`src/rtl/bms_consts.vh`:
```
`ifndef BMS_CONSTS_VH
`define BMS_CONSTS_VH

// Clock and timing
`define BMS_CLK_HZ          50000000
`define BMS_CLK_MHZ         (`BMS_CLK_HZ / 1000000)
`define BMS_MODE_READ_US    10000
`define BMS_MODE_READ_CYC   24'h07_a120
`define BMS_START_DLY_US    150000
`define BMS_START_DLY_CYC   24'h72_70e0
`define BMS_FAULT_DLY_US    100000
`define BMS_FAULT_DLY_CYC   24'h4c_4b40
`define BMS_TMR_W           24

// LLC gate timing in clock cycles
`define BMS_LLC_HALF_CYC    16'h0064
`define BMS_LLC_DEAD_CYC    16'h000a
`define BMS_LLC_CNT_W       16

// Register offsets
`define BMS_OFF_CONTROL     12'h000
`define BMS_OFF_STATUS      12'h004

// Control fields and reset value
`define BMS_CTL_RUN_ALLOW   0
`define BMS_CTL_RESET       1'b1

// Status fields
`define BMS_ST_STATE_LSB    0
`define BMS_ST_SELF_BIAS    4
`define BMS_ST_DECIDED      5
`define BMS_ST_PFC_ON       6
`define BMS_ST_LLC_ON       7
`define BMS_ST_FET_ON       8
`define BMS_ST_UV_SEEN      9

// Flag vector positions
`define BMS_F_VCC_START     0
`define BMS_F_SELF_BIAS_START_LEVEL  1
`define BMS_F_SELF_BIAS_STOP_LEVEL   2
`define BMS_F_VCC_AB_STOP   3
`define BMS_F_MODE_SELECT   4
`define BMS_F_PFC_RUN       5
`define BMS_F_COMB_RUN      6
`define BMS_F_MODE_RAIL     7
`define BMS_F_LINE_CUR      8
`define BMS_F_BUS_OK        9
`define BMS_NFLAG           10

// AXI responses
`define BMS_RESP_OKAY       2'b00
`define BMS_RESP_SLVERR     2'b10

`endif

```
`src/rtl/bms_gate_gen.v`:
```
`include "bms_consts.vh"
`default_nettype none

module bms_gate_gen #(
  parameter [`BMS_LLC_CNT_W-1:0] HALF_CYC = `BMS_LLC_HALF_CYC,
  parameter [`BMS_LLC_CNT_W-1:0] DEAD_CYC = `BMS_LLC_DEAD_CYC
) (
  // Clock and reset
  input  wire aclk,
  input  wire aresetn,
  // Burst request
  input  wire enable,
  // Gate outputs and burst busy flag
  output reg  gate_a,
  output reg  gate_b,
  output wire busy
);

  localparam [`BMS_LLC_CNT_W-1:0] PERIOD   = HALF_CYC + HALF_CYC;
  localparam [`BMS_LLC_CNT_W-1:0] ON_CYC   = HALF_CYC - DEAD_CYC;
  localparam [`BMS_LLC_CNT_W-1:0] A_HALF   = HALF_CYC - (ON_CYC >> 1);
  localparam [`BMS_LLC_CNT_W-1:0] B_HALF   = PERIOD - (ON_CYC >> 1);

  reg  [`BMS_LLC_CNT_W-1:0] cnt;
  reg                       running;
  reg                       stopping;
  wire                      at_wrap;

  assign at_wrap = (cnt == PERIOD - 1'b1);
  assign busy    = running;

  always @(posedge aclk) begin
    if (!aresetn) begin
      cnt      <= {`BMS_LLC_CNT_W{1'b0}};
      running  <= 1'b0;
      stopping <= 1'b0;
      gate_a   <= 1'b0;
      gate_b   <= 1'b0;
    end else if (!running) begin
      gate_a   <= 1'b0;
      gate_b   <= 1'b0;
      stopping <= 1'b0;
      if (enable) begin
        // Start mid-window so the opening pulse on A is half width
        running <= 1'b1;
        cnt     <= A_HALF;
        gate_a  <= 1'b1;
      end
    end else begin
      cnt <= at_wrap ? {`BMS_LLC_CNT_W{1'b0}} : cnt + 1'b1;
      // Stop is taken only at a period start, so A stays full before the last B
      if (at_wrap && !enable) begin
        stopping <= 1'b1;
      end
      if (stopping && (cnt == B_HALF - 1'b1)) begin
        // Closing pulse on B cut to half width
        running <= 1'b0;
        gate_a  <= 1'b0;
        gate_b  <= 1'b0;
      end else begin
        // Same width and 180 degree offset for both outputs
        gate_a <= (at_wrap ? (DEAD_CYC == 0) : (cnt + 1'b1 >= DEAD_CYC) &&
                   (cnt + 1'b1 < HALF_CYC));
        gate_b <= !at_wrap && (cnt + 1'b1 >= HALF_CYC + DEAD_CYC);
      end
    end
  end

endmodule

`default_nettype wire

```
`src/rtl/bms_sequencer.v`:
```
// The implementer's own choices: register access over AXI4-Lite and the address map.
`include "bms_consts.vh"
`default_nettype none

// Functional notes
// - Pin low through read time selects aux bias
// - Aux mode mid pin level runs POWER_FACTOR_STAGE only
// - Aux high pin runs both, low stops
// - Pin at rail during read selects self bias
// - Self bias ignores pin as on/off
// - Start-up FET off at start threshold
// - Self bias turns start-up FET back on
// - At self-bias start FET off, gated POWER_FACTOR_STAGE start
// - Self bias runs while rail above stop
// - Undervoltage of active mode stops both stages
// - Aux undervoltage restarts after rail recovers
// - Self-bias undervoltage recharges then restarts sequence
// - Half-width first pulse A, last B
// - Gates complementary, half period apart, under half duty
// - Gate duty cycles matched in steady state
// - Aux start takes about 150 to 250 ms
// - Undervoltage is short fault, 100 ms delay
module bms_sequencer #(
  parameter [`BMS_TMR_W-1:0] MODE_READ_CYC = `BMS_MODE_READ_CYC,
  parameter [`BMS_TMR_W-1:0] START_DLY_CYC = `BMS_START_DLY_CYC,
  parameter [`BMS_TMR_W-1:0] FAULT_DLY_CYC = `BMS_FAULT_DLY_CYC,
  parameter [`BMS_LLC_CNT_W-1:0] LLC_HALF_CYC = `BMS_LLC_HALF_CYC,
  parameter [`BMS_LLC_CNT_W-1:0] LLC_DEAD_CYC = `BMS_LLC_DEAD_CYC
) (
  // Clock and reset
  input  wire        aclk,
  input  wire        aresetn,
  // Comparator flags
  input  wire        vcc_above_start,
  input  wire        vcc_above_self_bias_start_level,
  input  wire        vcc_above_self_bias_stop_level,
  input  wire        vcc_above_aux_bias_stop_level,
  input  wire        mode_run_pin_above_select,
  input  wire        mode_run_pin_above_pfc_run_level,
  input  wire        mode_run_pin_above_combined_run_level,
  input  wire        mode_run_pin_at_rail,
  input  wire        line_current_above_rising_level,
  input  wire        bus_voltage_above_line_peak,
  // Power stage controls
  output reg         startup_fet_gate,
  output reg         power_factor_stage_run,
  output reg         llc_run,
  output wire        llc_gate_a,
  output wire        llc_gate_b,
  // AXI4-Lite write address
  input  wire [11:0] s_axi_awaddr,
  input  wire        s_axi_awvalid,
  output wire        s_axi_awready,
  // AXI4-Lite write data
  input  wire [31:0] s_axi_wdata,
  input  wire [3:0]  s_axi_wstrb,
  input  wire        s_axi_wvalid,
  output wire        s_axi_wready,
  // AXI4-Lite write response
  output reg  [1:0]  s_axi_bresp,
  output reg         s_axi_bvalid,
  input  wire        s_axi_bready,
  // AXI4-Lite read address
  input  wire [11:0] s_axi_araddr,
  input  wire        s_axi_arvalid,
  output wire        s_axi_arready,
  // AXI4-Lite read data
  output reg  [31:0] s_axi_rdata,
  output reg  [1:0]  s_axi_rresp,
  output reg         s_axi_rvalid,
  input  wire        s_axi_rready
);

  localparam [3:0] ST_CHARGE      = 4'h0;
  localparam [3:0] ST_MODE_READ   = 4'h1;
  localparam [3:0] ST_AUX_RUN     = 4'h2;
  localparam [3:0] ST_SB_CHARGE   = 4'h3;
  localparam [3:0] ST_SB_CHECK    = 4'h4;
  localparam [3:0] ST_SB_RUN      = 4'h5;
  localparam [3:0] ST_FAULT_WAIT  = 4'h6;
  localparam [3:0] ST_AUX_RECOVER = 4'h7;

  localparam [1:0] IDX_CONTROL = 2'd0;
  localparam [1:0] IDX_STATUS  = 2'd1;
  localparam [1:0] IDX_NONE    = 2'd3;

  function [1:0] reg_index;
    input [11:0] addr;
    begin
      case (addr)
        `BMS_OFF_CONTROL: reg_index = IDX_CONTROL;
        `BMS_OFF_STATUS:  reg_index = IDX_STATUS;
        default:          reg_index = IDX_NONE;
      endcase
    end
  endfunction

  // Flag synchronisers; only stage two is read
  wire [`BMS_NFLAG-1:0] flag_raw;
  reg  [`BMS_NFLAG-1:0] flag_meta;
  reg  [`BMS_NFLAG-1:0] flag;

  assign flag_raw = {bus_voltage_above_line_peak, line_current_above_rising_level,
                     mode_run_pin_at_rail, mode_run_pin_above_combined_run_level,
                     mode_run_pin_above_pfc_run_level, mode_run_pin_above_select,
                     vcc_above_aux_bias_stop_level, vcc_above_self_bias_stop_level,
                     vcc_above_self_bias_start_level, vcc_above_start};

  always @(posedge aclk) begin
    if (!aresetn) begin
      flag_meta <= {`BMS_NFLAG{1'b0}};
      flag      <= {`BMS_NFLAG{1'b0}};
    end else begin
      flag_meta <= flag_raw;
      flag      <= flag_meta;
    end
  end

  reg [3:0]            state;
  reg [3:0]            next_state;
  reg [`BMS_TMR_W-1:0] tmr;
  reg [`BMS_TMR_W-1:0] next_tmr;
  reg                  self_bias;
  reg                  next_self_bias;
  reg                  decided;
  reg                  next_decided;
  reg                  saw_select;
  reg                  next_saw_select;
  reg                  aux_live;
  reg                  next_aux_live;
  reg                  next_fet;
  reg                  next_pfc;
  reg                  next_llc;
  reg                  uv_event;
  reg                  run_allow;
  reg                  uv_seen;
  wire                 gate_busy;

  always @* begin
    next_state      = state;
    next_tmr        = tmr + 1'b1;
    next_self_bias  = self_bias;
    next_decided    = decided;
    next_saw_select = saw_select;
    next_aux_live   = 1'b0;
    next_fet        = 1'b0;
    next_pfc        = 1'b0;
    next_llc        = 1'b0;
    uv_event        = 1'b0;
    case (state)
      ST_CHARGE: begin
        // Depletion FET charges the rail until the start threshold
        next_fet = 1'b1;
        next_tmr = {`BMS_TMR_W{1'b0}};
        if (flag[`BMS_F_VCC_START]) begin
          next_fet        = 1'b0;
          next_saw_select = 1'b0;
          next_state      = ST_MODE_READ;
        end
      end
      ST_MODE_READ: begin
        if (flag[`BMS_F_MODE_SELECT] || flag[`BMS_F_MODE_RAIL]) begin
          next_saw_select = 1'b1;
        end
        if (tmr == MODE_READ_CYC - 1'b1) begin
          next_tmr     = {`BMS_TMR_W{1'b0}};
          next_decided = 1'b1;
          if (next_saw_select) begin
            next_self_bias = 1'b1;
            next_fet       = 1'b1;
            next_state     = ST_SB_CHARGE;
          end else begin
            next_self_bias = 1'b0;
            next_state     = ST_AUX_RUN;
          end
        end
      end
      ST_AUX_RUN: begin
        if (!flag[`BMS_F_VCC_AB_STOP]) begin
          uv_event   = 1'b1;
          next_tmr   = {`BMS_TMR_W{1'b0}};
          next_state = ST_FAULT_WAIT;
        end else if (!(flag[`BMS_F_PFC_RUN] && run_allow)) begin
          next_tmr = {`BMS_TMR_W{1'b0}};
        end else begin
          // Start delay before stages come
          next_aux_live = aux_live || (tmr == START_DLY_CYC - 1'b1);
          if (next_aux_live) begin
            next_tmr = {`BMS_TMR_W{1'b0}};
          end
          next_pfc = next_aux_live;
          next_llc = next_aux_live && flag[`BMS_F_COMB_RUN];
        end
      end
      ST_SB_CHARGE: begin
        next_fet = 1'b1;
        next_tmr = {`BMS_TMR_W{1'b0}};
        if (flag[`BMS_F_SELF_BIAS_START_LEVEL]) begin
          next_fet   = 1'b0;
          next_state = ST_SB_CHECK;
        end
      end
      ST_SB_CHECK: begin
        next_tmr = {`BMS_TMR_W{1'b0}};
        if (!flag[`BMS_F_SELF_BIAS_STOP_LEVEL]) begin
          uv_event   = 1'b1;
          next_fet   = 1'b1;
          next_state = ST_FAULT_WAIT;
        end else if (flag[`BMS_F_LINE_CUR] && flag[`BMS_F_BUS_OK] && run_allow) begin
          next_pfc   = 1'b1;
          next_state = ST_SB_RUN;
        end
      end
      ST_SB_RUN: begin
        // Mode pin plays no part here
        next_tmr = {`BMS_TMR_W{1'b0}};
        if (!flag[`BMS_F_SELF_BIAS_STOP_LEVEL] || !run_allow) begin
          uv_event   = !flag[`BMS_F_SELF_BIAS_STOP_LEVEL];
          next_fet   = 1'b1;
          next_state = ST_FAULT_WAIT;
        end else begin
          next_pfc = 1'b1;
          next_llc = 1'b1;
        end
      end
      ST_FAULT_WAIT: begin
        // Short fault hold-off; self bias keeps charging meanwhile
        next_fet = self_bias;
        if (tmr == FAULT_DLY_CYC - 1'b1) begin
          next_tmr   = {`BMS_TMR_W{1'b0}};
          next_state = self_bias ? ST_SB_CHARGE : ST_AUX_RECOVER;
        end
      end
      ST_AUX_RECOVER: begin
        next_tmr = {`BMS_TMR_W{1'b0}};
        if (flag[`BMS_F_VCC_AB_STOP]) begin
          next_state = ST_AUX_RUN;
        end
      end
      default: begin
        next_tmr   = {`BMS_TMR_W{1'b0}};
        next_fet   = 1'b1;
        next_state = ST_CHARGE;
      end
    endcase
  end

  always @(posedge aclk) begin
    if (!aresetn) begin
      state                  <= ST_CHARGE;
      tmr                    <= {`BMS_TMR_W{1'b0}};
      self_bias              <= 1'b0;
      decided                <= 1'b0;
      saw_select             <= 1'b0;
      aux_live               <= 1'b0;
      startup_fet_gate       <= 1'b1;
      power_factor_stage_run <= 1'b0;
      llc_run                <= 1'b0;
    end else begin
      state                  <= next_state;
      tmr                    <= next_tmr;
      // Mode is fixed until the next power-up
      self_bias              <= decided ? self_bias : next_self_bias;
      decided                <= next_decided;
      saw_select             <= next_saw_select;
      aux_live               <= next_aux_live;
      startup_fet_gate       <= next_fet;
      power_factor_stage_run <= next_pfc;
      llc_run                <= next_llc;
    end
  end

  bms_gate_gen #(
    .HALF_CYC (LLC_HALF_CYC),
    .DEAD_CYC (LLC_DEAD_CYC)
  ) u_gate (
    .aclk    (aclk),
    .aresetn (aresetn),
    .enable  (llc_run),
    .gate_a  (llc_gate_a),
    .gate_b  (llc_gate_b),
    .busy    (gate_busy)
  );

  // AXI4-Lite slave; address and data taken in either order
  reg         aw_held;
  reg         w_held;
  reg  [11:0] aw_addr;
  reg  [31:0] w_data;
  reg  [3:0]  w_strb;
  wire        aw_take;
  wire        w_take;
  wire        ar_take;
  wire        wr_fire;
  wire [1:0]  wr_idx;
  wire [1:0]  rd_idx;
  wire [31:0] status_word;

  assign s_axi_awready = !aw_held && !s_axi_bvalid;
  assign s_axi_wready  = !w_held && !s_axi_bvalid;
  assign s_axi_arready = !s_axi_rvalid;
  assign aw_take       = s_axi_awvalid && s_axi_awready;
  assign w_take        = s_axi_wvalid && s_axi_wready;
  assign ar_take       = s_axi_arvalid && s_axi_arready;
  assign wr_fire       = aw_held && w_held && !s_axi_bvalid;
  assign wr_idx        = reg_index(aw_addr);
  assign rd_idx        = reg_index(s_axi_araddr);
  assign status_word   = {22'h00_0000, uv_seen, startup_fet_gate, gate_busy,
                          power_factor_stage_run, decided, self_bias, state};

  always @(posedge aclk) begin
    if (!aresetn) begin
      aw_held      <= 1'b0;
      w_held       <= 1'b0;
      aw_addr      <= 12'h000;
      w_data       <= 32'h0000_0000;
      w_strb       <= 4'h0;
      s_axi_bvalid <= 1'b0;
      s_axi_bresp  <= `BMS_RESP_OKAY;
      s_axi_rvalid <= 1'b0;
      s_axi_rresp  <= `BMS_RESP_OKAY;
      s_axi_rdata  <= 32'h0000_0000;
      run_allow    <= `BMS_CTL_RESET;
      uv_seen      <= 1'b0;
    end else begin
      if (aw_take) begin
        aw_held <= 1'b1;
        aw_addr <= s_axi_awaddr;
      end
      if (w_take) begin
        w_held <= 1'b1;
        w_data <= s_axi_wdata;
        w_strb <= s_axi_wstrb;
      end
      if (wr_fire) begin
        aw_held      <= 1'b0;
        w_held       <= 1'b0;
        s_axi_bvalid <= 1'b1;
        s_axi_bresp  <= (wr_idx == IDX_NONE) ? `BMS_RESP_SLVERR : `BMS_RESP_OKAY;
        if (wr_idx == IDX_CONTROL && w_strb[0]) begin
          run_allow <= w_data[`BMS_CTL_RUN_ALLOW];
        end
      end else if (s_axi_bvalid && s_axi_bready) begin
        s_axi_bvalid <= 1'b0;
      end
      // Set beats write-one-to-clear in the same cycle
      if (uv_event) begin
        uv_seen <= 1'b1;
      end else if (wr_fire && wr_idx == IDX_STATUS && w_strb[1] &&
                   w_data[`BMS_ST_UV_SEEN]) begin
        uv_seen <= 1'b0;
      end
      if (ar_take) begin
        s_axi_rvalid <= 1'b1;
        case (rd_idx)
          IDX_CONTROL: begin
            s_axi_rdata <= {31'h0000_0000, run_allow};
            s_axi_rresp <= `BMS_RESP_OKAY;
          end
          IDX_STATUS: begin
            s_axi_rdata <= status_word;
            s_axi_rresp <= `BMS_RESP_OKAY;
          end
          default: begin
            s_axi_rdata <= 32'h0000_0000;
            s_axi_rresp <= `BMS_RESP_SLVERR;
          end
        endcase
      end else if (s_axi_rvalid && s_axi_rready) begin
        s_axi_rvalid <= 1'b0;
      end
    end
  end

endmodule

`default_nettype wire

```
`config.mk`:
```
export PLATFORM = sky130hd
export DESIGN_NAME = bms_sequencer
export DESIGN_NICKNAME = d
export VERILOG_FILES = /design/src/rtl/bms_gate_gen.v /design/src/rtl/bms_sequencer.v
export VERILOG_INCLUDE_DIRS = /design/src /design/src/rtl
export SDC_FILE = /design/constraint.sdc
export NUM_CORES = 1
export LEC_CHECK = 0
export ABC_AREA = 1
export BUFFER_PORTS_ARGS = -buffer_cell sky130_fd_sc_hd__buf_2
export CAP_MARGIN = 20
export CORE_AREA = 3 3 124 126
export DETAILED_ROUTE_END_ITERATION = 8
export DIE_AREA = 0 0 127 129
export SYNTH_ARGS = -nofsm -noshare
export SYNTH_HDL_FRONTEND = slang
export SYNTH_HIERARCHICAL = 1
export SYNTH_SLANG_ARGS = --single-unit
```
`constraint.sdc`:
```
create_clock -name aclk -period 1.55 [get_ports aclk]
set_input_delay 0.0775 -clock aclk [delete_from_list [all_inputs] [get_ports aclk]]
set_output_delay 0.0775 -clock aclk [all_outputs]
set_load 0.005 [all_outputs]
```
[After elaboration in Yosys (flattened, before gate mapping)]
Cells that the tools add are included.
Word-level totals
  bits in registers: 141
  latch bits: 0
  RAM bits: 0
  memory bits (read-only): 0
  input bits: 77
  output and inout bits: 46
  memories kept: 0
Operators by class
  add/subtract/negate cells: 2
  multipliers: 0
  div/mod/pow operators: 0
  magnitude comparators: 3
  eq/ne operators: 25
  shifts and indexed selects: 0
  mux-type cells: 61
  bitwise logic cells: 3
  reductions and logical operators: 53
Operators with widths (count)
  24-bit two-way mux: 5
  24-bit one-hot mux with 3 select lines: 1
  24-bit by 23-bit == test with 1-bit output (second input constant): 2
  16-bit two-way mux: 3
  4-bit two-way mux: 9
  16-bit by 8-bit == test with 1-bit output (second input constant): 2
  4-bit one-hot mux with 8 select lines: 1
  1-bit two-way mux: 31
  24-bit by 1-bit adder with 24-bit output (second input constant): 1
  12-bit by 3-bit == test with 1-bit output (second input constant): 2
  24-bit by 19-bit == test with 1-bit output (second input constant): 1
  12-bit zero test: 2
  1-bit logical AND: 21
  10-bit one-hot mux with 2 select lines: 1
  16-bit by 1-bit adder with 16-bit output (second input constant): 1
  4-bit by 3-bit == test with 1-bit output (second input constant): 4
  16-bit by 4-bit greater-or-equal comparator with 1-bit output (second input constant): 1
  16-bit by 7-bit greater-or-equal comparator with 1-bit output (second input constant): 1
  16-bit by 7-bit < comparator with 1-bit output (second input constant): 1
  2-bit != test (second input constant): 7
  2-bit AND reduction: 5
  2-bit nonzero test: 5
  4-bit by 2-bit == test with 1-bit output (second input constant): 2
  1-bit zero test: 8
  18 further kinds: 30

[Longest topological paths before layout]
  depth after elaboration: 8
  mapped depth: 12
  gate-level depth less buffers: 12

[By module]
Netlist, hierarchy kept.
Modules (own cells, without submodules)
  bms_sequencer: times used 1, cells each 569, area an instance 4040.1 µm²
  bms_gate_gen: times used 1, cells each 227, area an instance 1376.3 µm²

[Worst setup path after synthesis]
No wires, ideal clock.
  kind: register -> register
  start: reg u_gate.cnt[1]
  end: reg u_gate.gate_b
  arrival: 1.416 ns
  required time: 1.433 ns
  setup slack: 0.017 ns
  stages on the path, launching flop included: 9
  buffers on the path: 0
  cell sequence: dfxtp_1 > ha_1 > nand3_1 > nor2_4 > nand2_1 > xor2_1 > nand3_2 > nor3_1 > nor2_1
On the way
  word-level cells in the longest chain between the ends: 3
  elaborated cells between the ends (all ways): 8
  classes of those cells: add/sub (1); order compare (1); eq/ne (2); reduce/logical (4)
RTL lines
  from (decl): RTL line bms_gate_gen.v:24  | reg [`BMS_LLC_CNT_W-1:0] cnt;
  from (signal assigned): RTL line bms_gate_gen.v:34  | cnt <= {`BMS_LLC_CNT_W{1'b0}};
  from (signal assigned): RTL line bms_gate_gen.v:50  | cnt <= at_wrap ? {`BMS_LLC_CNT_W{1'b0}} : cnt + 1'b1;
  16-bit by 1-bit adder with 16-bit output, or another cell as far along: RTL line bms_gate_gen.v:64  | gate_b <= !at_wrap && (cnt + 1'b1 >= HALF_CYC + DEAD_CYC);
  16-bit by 7-bit greater-or-equal comparator with 1-bit output, or another cell as far along: RTL line bms_gate_gen.v:64
  1-bit logical AND / 3-bit OR reduction (equally long branches)
  to (signal assigned): RTL line bms_gate_gen.v:64
  to (decl): RTL line bms_gate_gen.v:15  | output reg gate_b,
Parallel ways exist; a longest one is shown, timed or not.
A chain may end at the register's enable or synchronous reset.

[Final worst setup path]
  start: reg u_gate.cnt[1]
  end: reg u_gate.gate_a
On the way
  word-level cells in the longest chain between the ends: 6
  elaborated cells between the ends (all ways): 10
  classes of those cells: add/sub (1); order compare (2); eq/ne (2); mux (3); reduce/logical (2)
RTL lines
  16-bit by 1-bit adder with 16-bit output: RTL line bms_gate_gen.v:62, bms_gate_gen.v:63
  16-bit by 4-bit greater-or-equal comparator with 1-bit output / 16-bit by 7-bit < comparator with 1-bit output (equally long branches): RTL line bms_gate_gen.v:62, bms_gate_gen.v:63
  1-bit logical AND: RTL line bms_gate_gen.v:62  | gate_a <= (at_wrap ? (DEAD_CYC == 0) : (cnt + 1'b1 >= DEAD_CYC) &&
  1-bit two-way mux: RTL line bms_gate_gen.v:62
  1-bit two-way mux *: RTL line bms_gate_gen.v:55  | if (stopping && (cnt == B_HALF - 1'b1)) begin
  1-bit two-way mux *: RTL line bms_gate_gen.v:39  | end else if (!running) begin
  to (signal assigned): RTL line bms_gate_gen.v:62
  to (decl): RTL line bms_gate_gen.v:14  | output reg gate_a,
Every way passes the cells marked *; elsewhere a longest branch is shown, timed or not.

==> results.sh <==
export IMPL_status="complete, but fails checks"
export IMPL_violated_checks="setup timing"
export IMPL_first_iter_violations=337
export IMPL_worstSetupStartpointType="flip-flop"
export IMPL_placed_cells=1092
export IMPL_cts_made_buffers=9
export IMPL_final_antenna_net_count=0
export IMPL_internal_power_w=0.004723
export IMPL_p_sw_w=0.001802
export IMPL_tns_ps=-48.71
export IMPL_drive_gt1_share_pct=26.77
export IMPL_route_detailed_wl_per_inst_um=11.42
export IMPL_top_usage_layer="met2"
export IMPL_die_x_um=127
export IMPL_drt_vias_per_instance=4.519
export IMPL_period_minus_slack_ps=1593
export IMPL_post_layout_nonfiller_instances=1133
export IMPL_sink_of_the_worst_hold_path="aw_addr[1]"
export IMPL_overall_die_area_mm2=0.01638
export IMPL_placement_cell_area_mm2=0.006299
export IMPL_maxCapViolCount=0
export IMPL_worstPathArrival_ps=1880
export IMPL_routabilityCongestion=0.8888
export IMPL_criticalPathCategory="flip-flop to flip-flop"
export IMPL_holdCritStartpoint="s_axi_awaddr[1]"
export IMPL_final_setup_viol_count=2
export IMPL_maximum_operating_frequency_mhz=627.8
export IMPL_setup_ws_ps=-42.80
export IMPL_nets=1025
export IMPL_met1_usage_pct=21.03
export IMPL_grt_pass1_vias=4629
export IMPL_worstPathMaxFanout=3
export IMPL_clock_tree_buffer_depth=2
export IMPL_top_delay_family_on_crit_path="simple AND/OR/NAND/NOR gates"
export IMPL_worst_path_required_time_ps=1840
export IMPL_grt_antenna_before_repair=0
export IMPL_rrSetupSlack_ps=-40
export IMPL_clock_power_share_pct=36.8
export IMPL_regToRegStartpoint="u_gate/cnt[1]"
export IMPL_grt_setup_unrepaired="true"
export IMPL_share_comb_of_total_power_pct=17.1
export IMPL_crit_buf_inv=1
export IMPL_holdCritPathClass="input pin to flip-flop"
export IMPL_fin_worst_skew_ps=7.215
export IMPL_dr_pass1_iters=5
export IMPL_dominantRegCellSynth="sky130_fd_sc_hd__dfxtp_1"
export IMPL_maxSlewViolCount=0
export IMPL_leading_cell_type_in_the_layout_fill_and_taps_excluded="sky130_fd_sc_hd__nand2_1"
export IMPL_timing_hold_ws_ps=9.231
export IMPL_synth_sequential_area_ratio_pct=39.55
export IMPL_design_portCount=123
export IMPL_number_of_enable_type_register_cells_in_the_synthesized_netlist=0
export IMPL_timing_final_hold_violations=0
export IMPL_met3_usage_pct=3.902
export IMPL_fin_area_mm2=0.007098
export IMPL_vias=5120
export IMPL_die_h_um=129
export IMPL_rows=44
export IMPL_cts_htree_levels=3
export IMPL_floorplan_initialDensity_pct=37.55
export IMPL_power_static_leakage_nw=3.233
export IMPL_cts_clk_slew_worst_paths_ps=70
export IMPL_regArea_mm2=0.002175
export IMPL_largest_voltage_drop_on_the_vdd_net_v=0.0006856
export IMPL_ys_async_sr_fraction_pct=0
export IMPL_n_fill_cell=1463
export IMPL_path_cells="ha_4 > or2_2 > nand2_2 > buf_4 > nand3_1 > nand3_1 > nand2_1 > a21oi_2 > nand2_1 > a21oi_2"
export IMPL_insertion_delay_ps=350
export IMPL_detailedPlacementHpwl_um=9441
export IMPL_final_min_period_over_clock_period_pct=102.8
export IMPL_most_frequent_cells_in_the_layout="sky130_fd_sc_hd__nand2_1 (180), sky130_fd_sc_hd__nor2_1 (116), sky130_fd_sc_hd__inv_1 (97)"
export IMPL_p_sw_share_pct=27.62
export IMPL_critical_path_max_stage_delay_ps=360
export IMPL_worst_r2r_cell_count=10
export IMPL_slowest_stage="sky130_fd_sc_hd__dfxtp_4"
export IMPL_multi_input_comb_area_mm2=0.002874
export IMPL_timing_critical_path_to_type="flip-flop"
export IMPL_detail_route_drc_violations=0
export IMPL_clock_tree_sinks=107
export IMPL_cts_tree="built"
export IMPL_number_of_instances_in_the_synthesized_netlist=796
export IMPL_crit_reg2reg_capture="u_gate/gate_a"
export IMPL_grt_usage_pct=15.75
export IMPL_synth_seq_cells=107
export IMPL_n_antenna_cell=0
export IMPL_gr_total_overflow=0
export IMPL_port_buffer_count=65
export IMPL_power_share_sequential_pct=46.1
export IMPL_core_area_mm2=0.01442
export IMPL_post_synth_cell_area_avg_um2=6.805
export IMPL_grtUsageMet2_pct=25.00
export IMPL_min_delay_path_depth=3
export IMPL_ys_types=46
export IMPL_syn_to_final_growth_pct=31.05
export IMPL_clockRootBuffer="sky130_fd_sc_hd__clkbuf_16"
export IMPL_largest_net_degree_at_the_start_of_global_routing=44
export IMPL_detail_route_wirelength_um=12940
export IMPL_power_per_cell_area_mw_per_mm2=919.2
export IMPL_syn_area_mm2=0.005416
export IMPL_synth_warning_count=6
export IMPL_wire_length_of_the_first_global_routing_pass_um=21130
==> worst reg2reg max path: cells and delay by family (launching register included) <==
family / cells / cell delay [ps]
AO/OA/AOI/OAI: 2 / 240
AND/OR/NAND/NOR: 6 / 670
buffers and inverters: 1 / 110
flip-flops: 1 / 360
adder cells (fa/ha/maj): 1 / 170
==> cells by family after synthesis <==
group / synth area share [%]
XOR/XNOR: 3.858
adder cells (fa/ha/maj): 0.9240
AO/OA/AOI/OAI: 9.055
other: 0.06923
flip-flops: 39.55
AND/OR/NAND/NOR: 33.68
buffers and inverters: 12.87
==> cell usage after synthesis (3+ instances only) <==
master                     count  area share (%)
sky130_fd_sc_hd__a21oi_1      47             4.3
sky130_fd_sc_hd__buf_2         5            0.46
sky130_fd_sc_hd__buf_4        26             3.6
sky130_fd_sc_hd__buf_6         3            0.62
sky130_fd_sc_hd__clkbuf_1      8            0.55
sky130_fd_sc_hd__dfxtp_1     107              40
sky130_fd_sc_hd__ha_1          4            0.92
sky130_fd_sc_hd__inv_1       102             7.1
sky130_fd_sc_hd__inv_2         4            0.28
sky130_fd_sc_hd__nand2_1     188              13
sky130_fd_sc_hd__nand2_2       3            0.35
sky130_fd_sc_hd__nand2_4       3            0.62
sky130_fd_sc_hd__nand3_1      51             4.7
sky130_fd_sc_hd__nand3_2       3            0.55
sky130_fd_sc_hd__nand4_1      13             1.5
sky130_fd_sc_hd__nor2_1      128             8.9
sky130_fd_sc_hd__nor2_2        3            0.35
sky130_fd_sc_hd__nor2_4        5             1.0
sky130_fd_sc_hd__nor3_1       10            0.92
sky130_fd_sc_hd__o21ai_0      27             2.5
sky130_fd_sc_hd__or2_2         4            0.46
sky130_fd_sc_hd__xnor2_1       3            0.49
sky130_fd_sc_hd__xor2_1       19             3.1
==> through the flow <==
stage | total power [W] | util (%) | setup slack (ps)
2_1_floorplan | 0.003760 | - | 16.88
3_3_place_gp | 0.004092 | 43.67 | -51.06
3_5_place_dp | 0.004094 | 43.67 | -115.6
4_1_cts | 0.006553 | 47.68 | -45.55
5_1_grt | 0.006897 | 49.21 | -190.3
6_report | 0.006525 | 49.21 | -42.80
==> power groups by stage <==
stage | Clock, W | Combinational (W) | Sequential [W]
3_3_place_gp | 0 | 0.00103 | 0.00306
3_5_place_dp | 0 | 0.00103 | 0.00306
4_1_cts | 0.00248 | 0.00107 | 0.00300
5_1_grt | 0.00260 | 0.00127 | 0.00303
6_report | 0.00240 | 0.00112 | 0.00300
2_1_floorplan | 0 | 0.000755 | 0.00300
==> repair_timing <==
| action | CTS | global route |
|---|---|---|
| setup buffers | 4 | 5 |
| hold buffers | 16 | 0 |
| pin swaps | 13 | 22 |
| resized for setup | 21 | 63 |
| setup endpoints to repair | 18 | 44 |
| hold endpoints to repair | 16 | 0 |
==> registers in the layout, summed over array words and instances (netlist names), 2 cells and up <==
| register | count |
|---|---|
| state | 3 |
| tmr | 24 |
| flag | 10 |
| s_axi_rdata | 9 |
| w_data | 2 |
| aw_addr | 12 |
| flag_meta | 10 |
| u_gate/cnt | 16 |
| w_strb | 2 |
==> routing by layer <==
layer / vias to the layer above / share of wire [%]
met4: 0 / 1.4
met5: - / 0
met2: 96 / 46
met3: 10 / 4.0
li1: 2732 / -
met1: 2282 / 48
==> final cells by class <==
class                      instances  area share [%]
multi-input combinational        561           40.49
sequential                       107           30.64
timing repair buffer             157           15.39
inverter                         108           5.747
clock buffer                      10           3.367
tap                              184           3.243
clock inverter                     6           1.128
==> worst max path at each step <==
stage          slack [ps]             to     startpoint  cells after the start
2_1_floorplan          20  u_gate/gate_b  u_gate/cnt[1]                      8
3_3_place_gp          -50  u_gate/gate_b  u_gate/cnt[1]                      8
3_5_place_dp         -120  u_gate/gate_b  u_gate/cnt[1]                      8
4_1_cts               -50  u_gate/gate_a  u_gate/cnt[1]                     10
5_1_grt              -190  u_gate/gate_a  u_gate/cnt[1]                     13
6_report              -40  u_gate/gate_a  u_gate/cnt[1]                     10
Note: power is estimated with default switching activity, not from simulation.
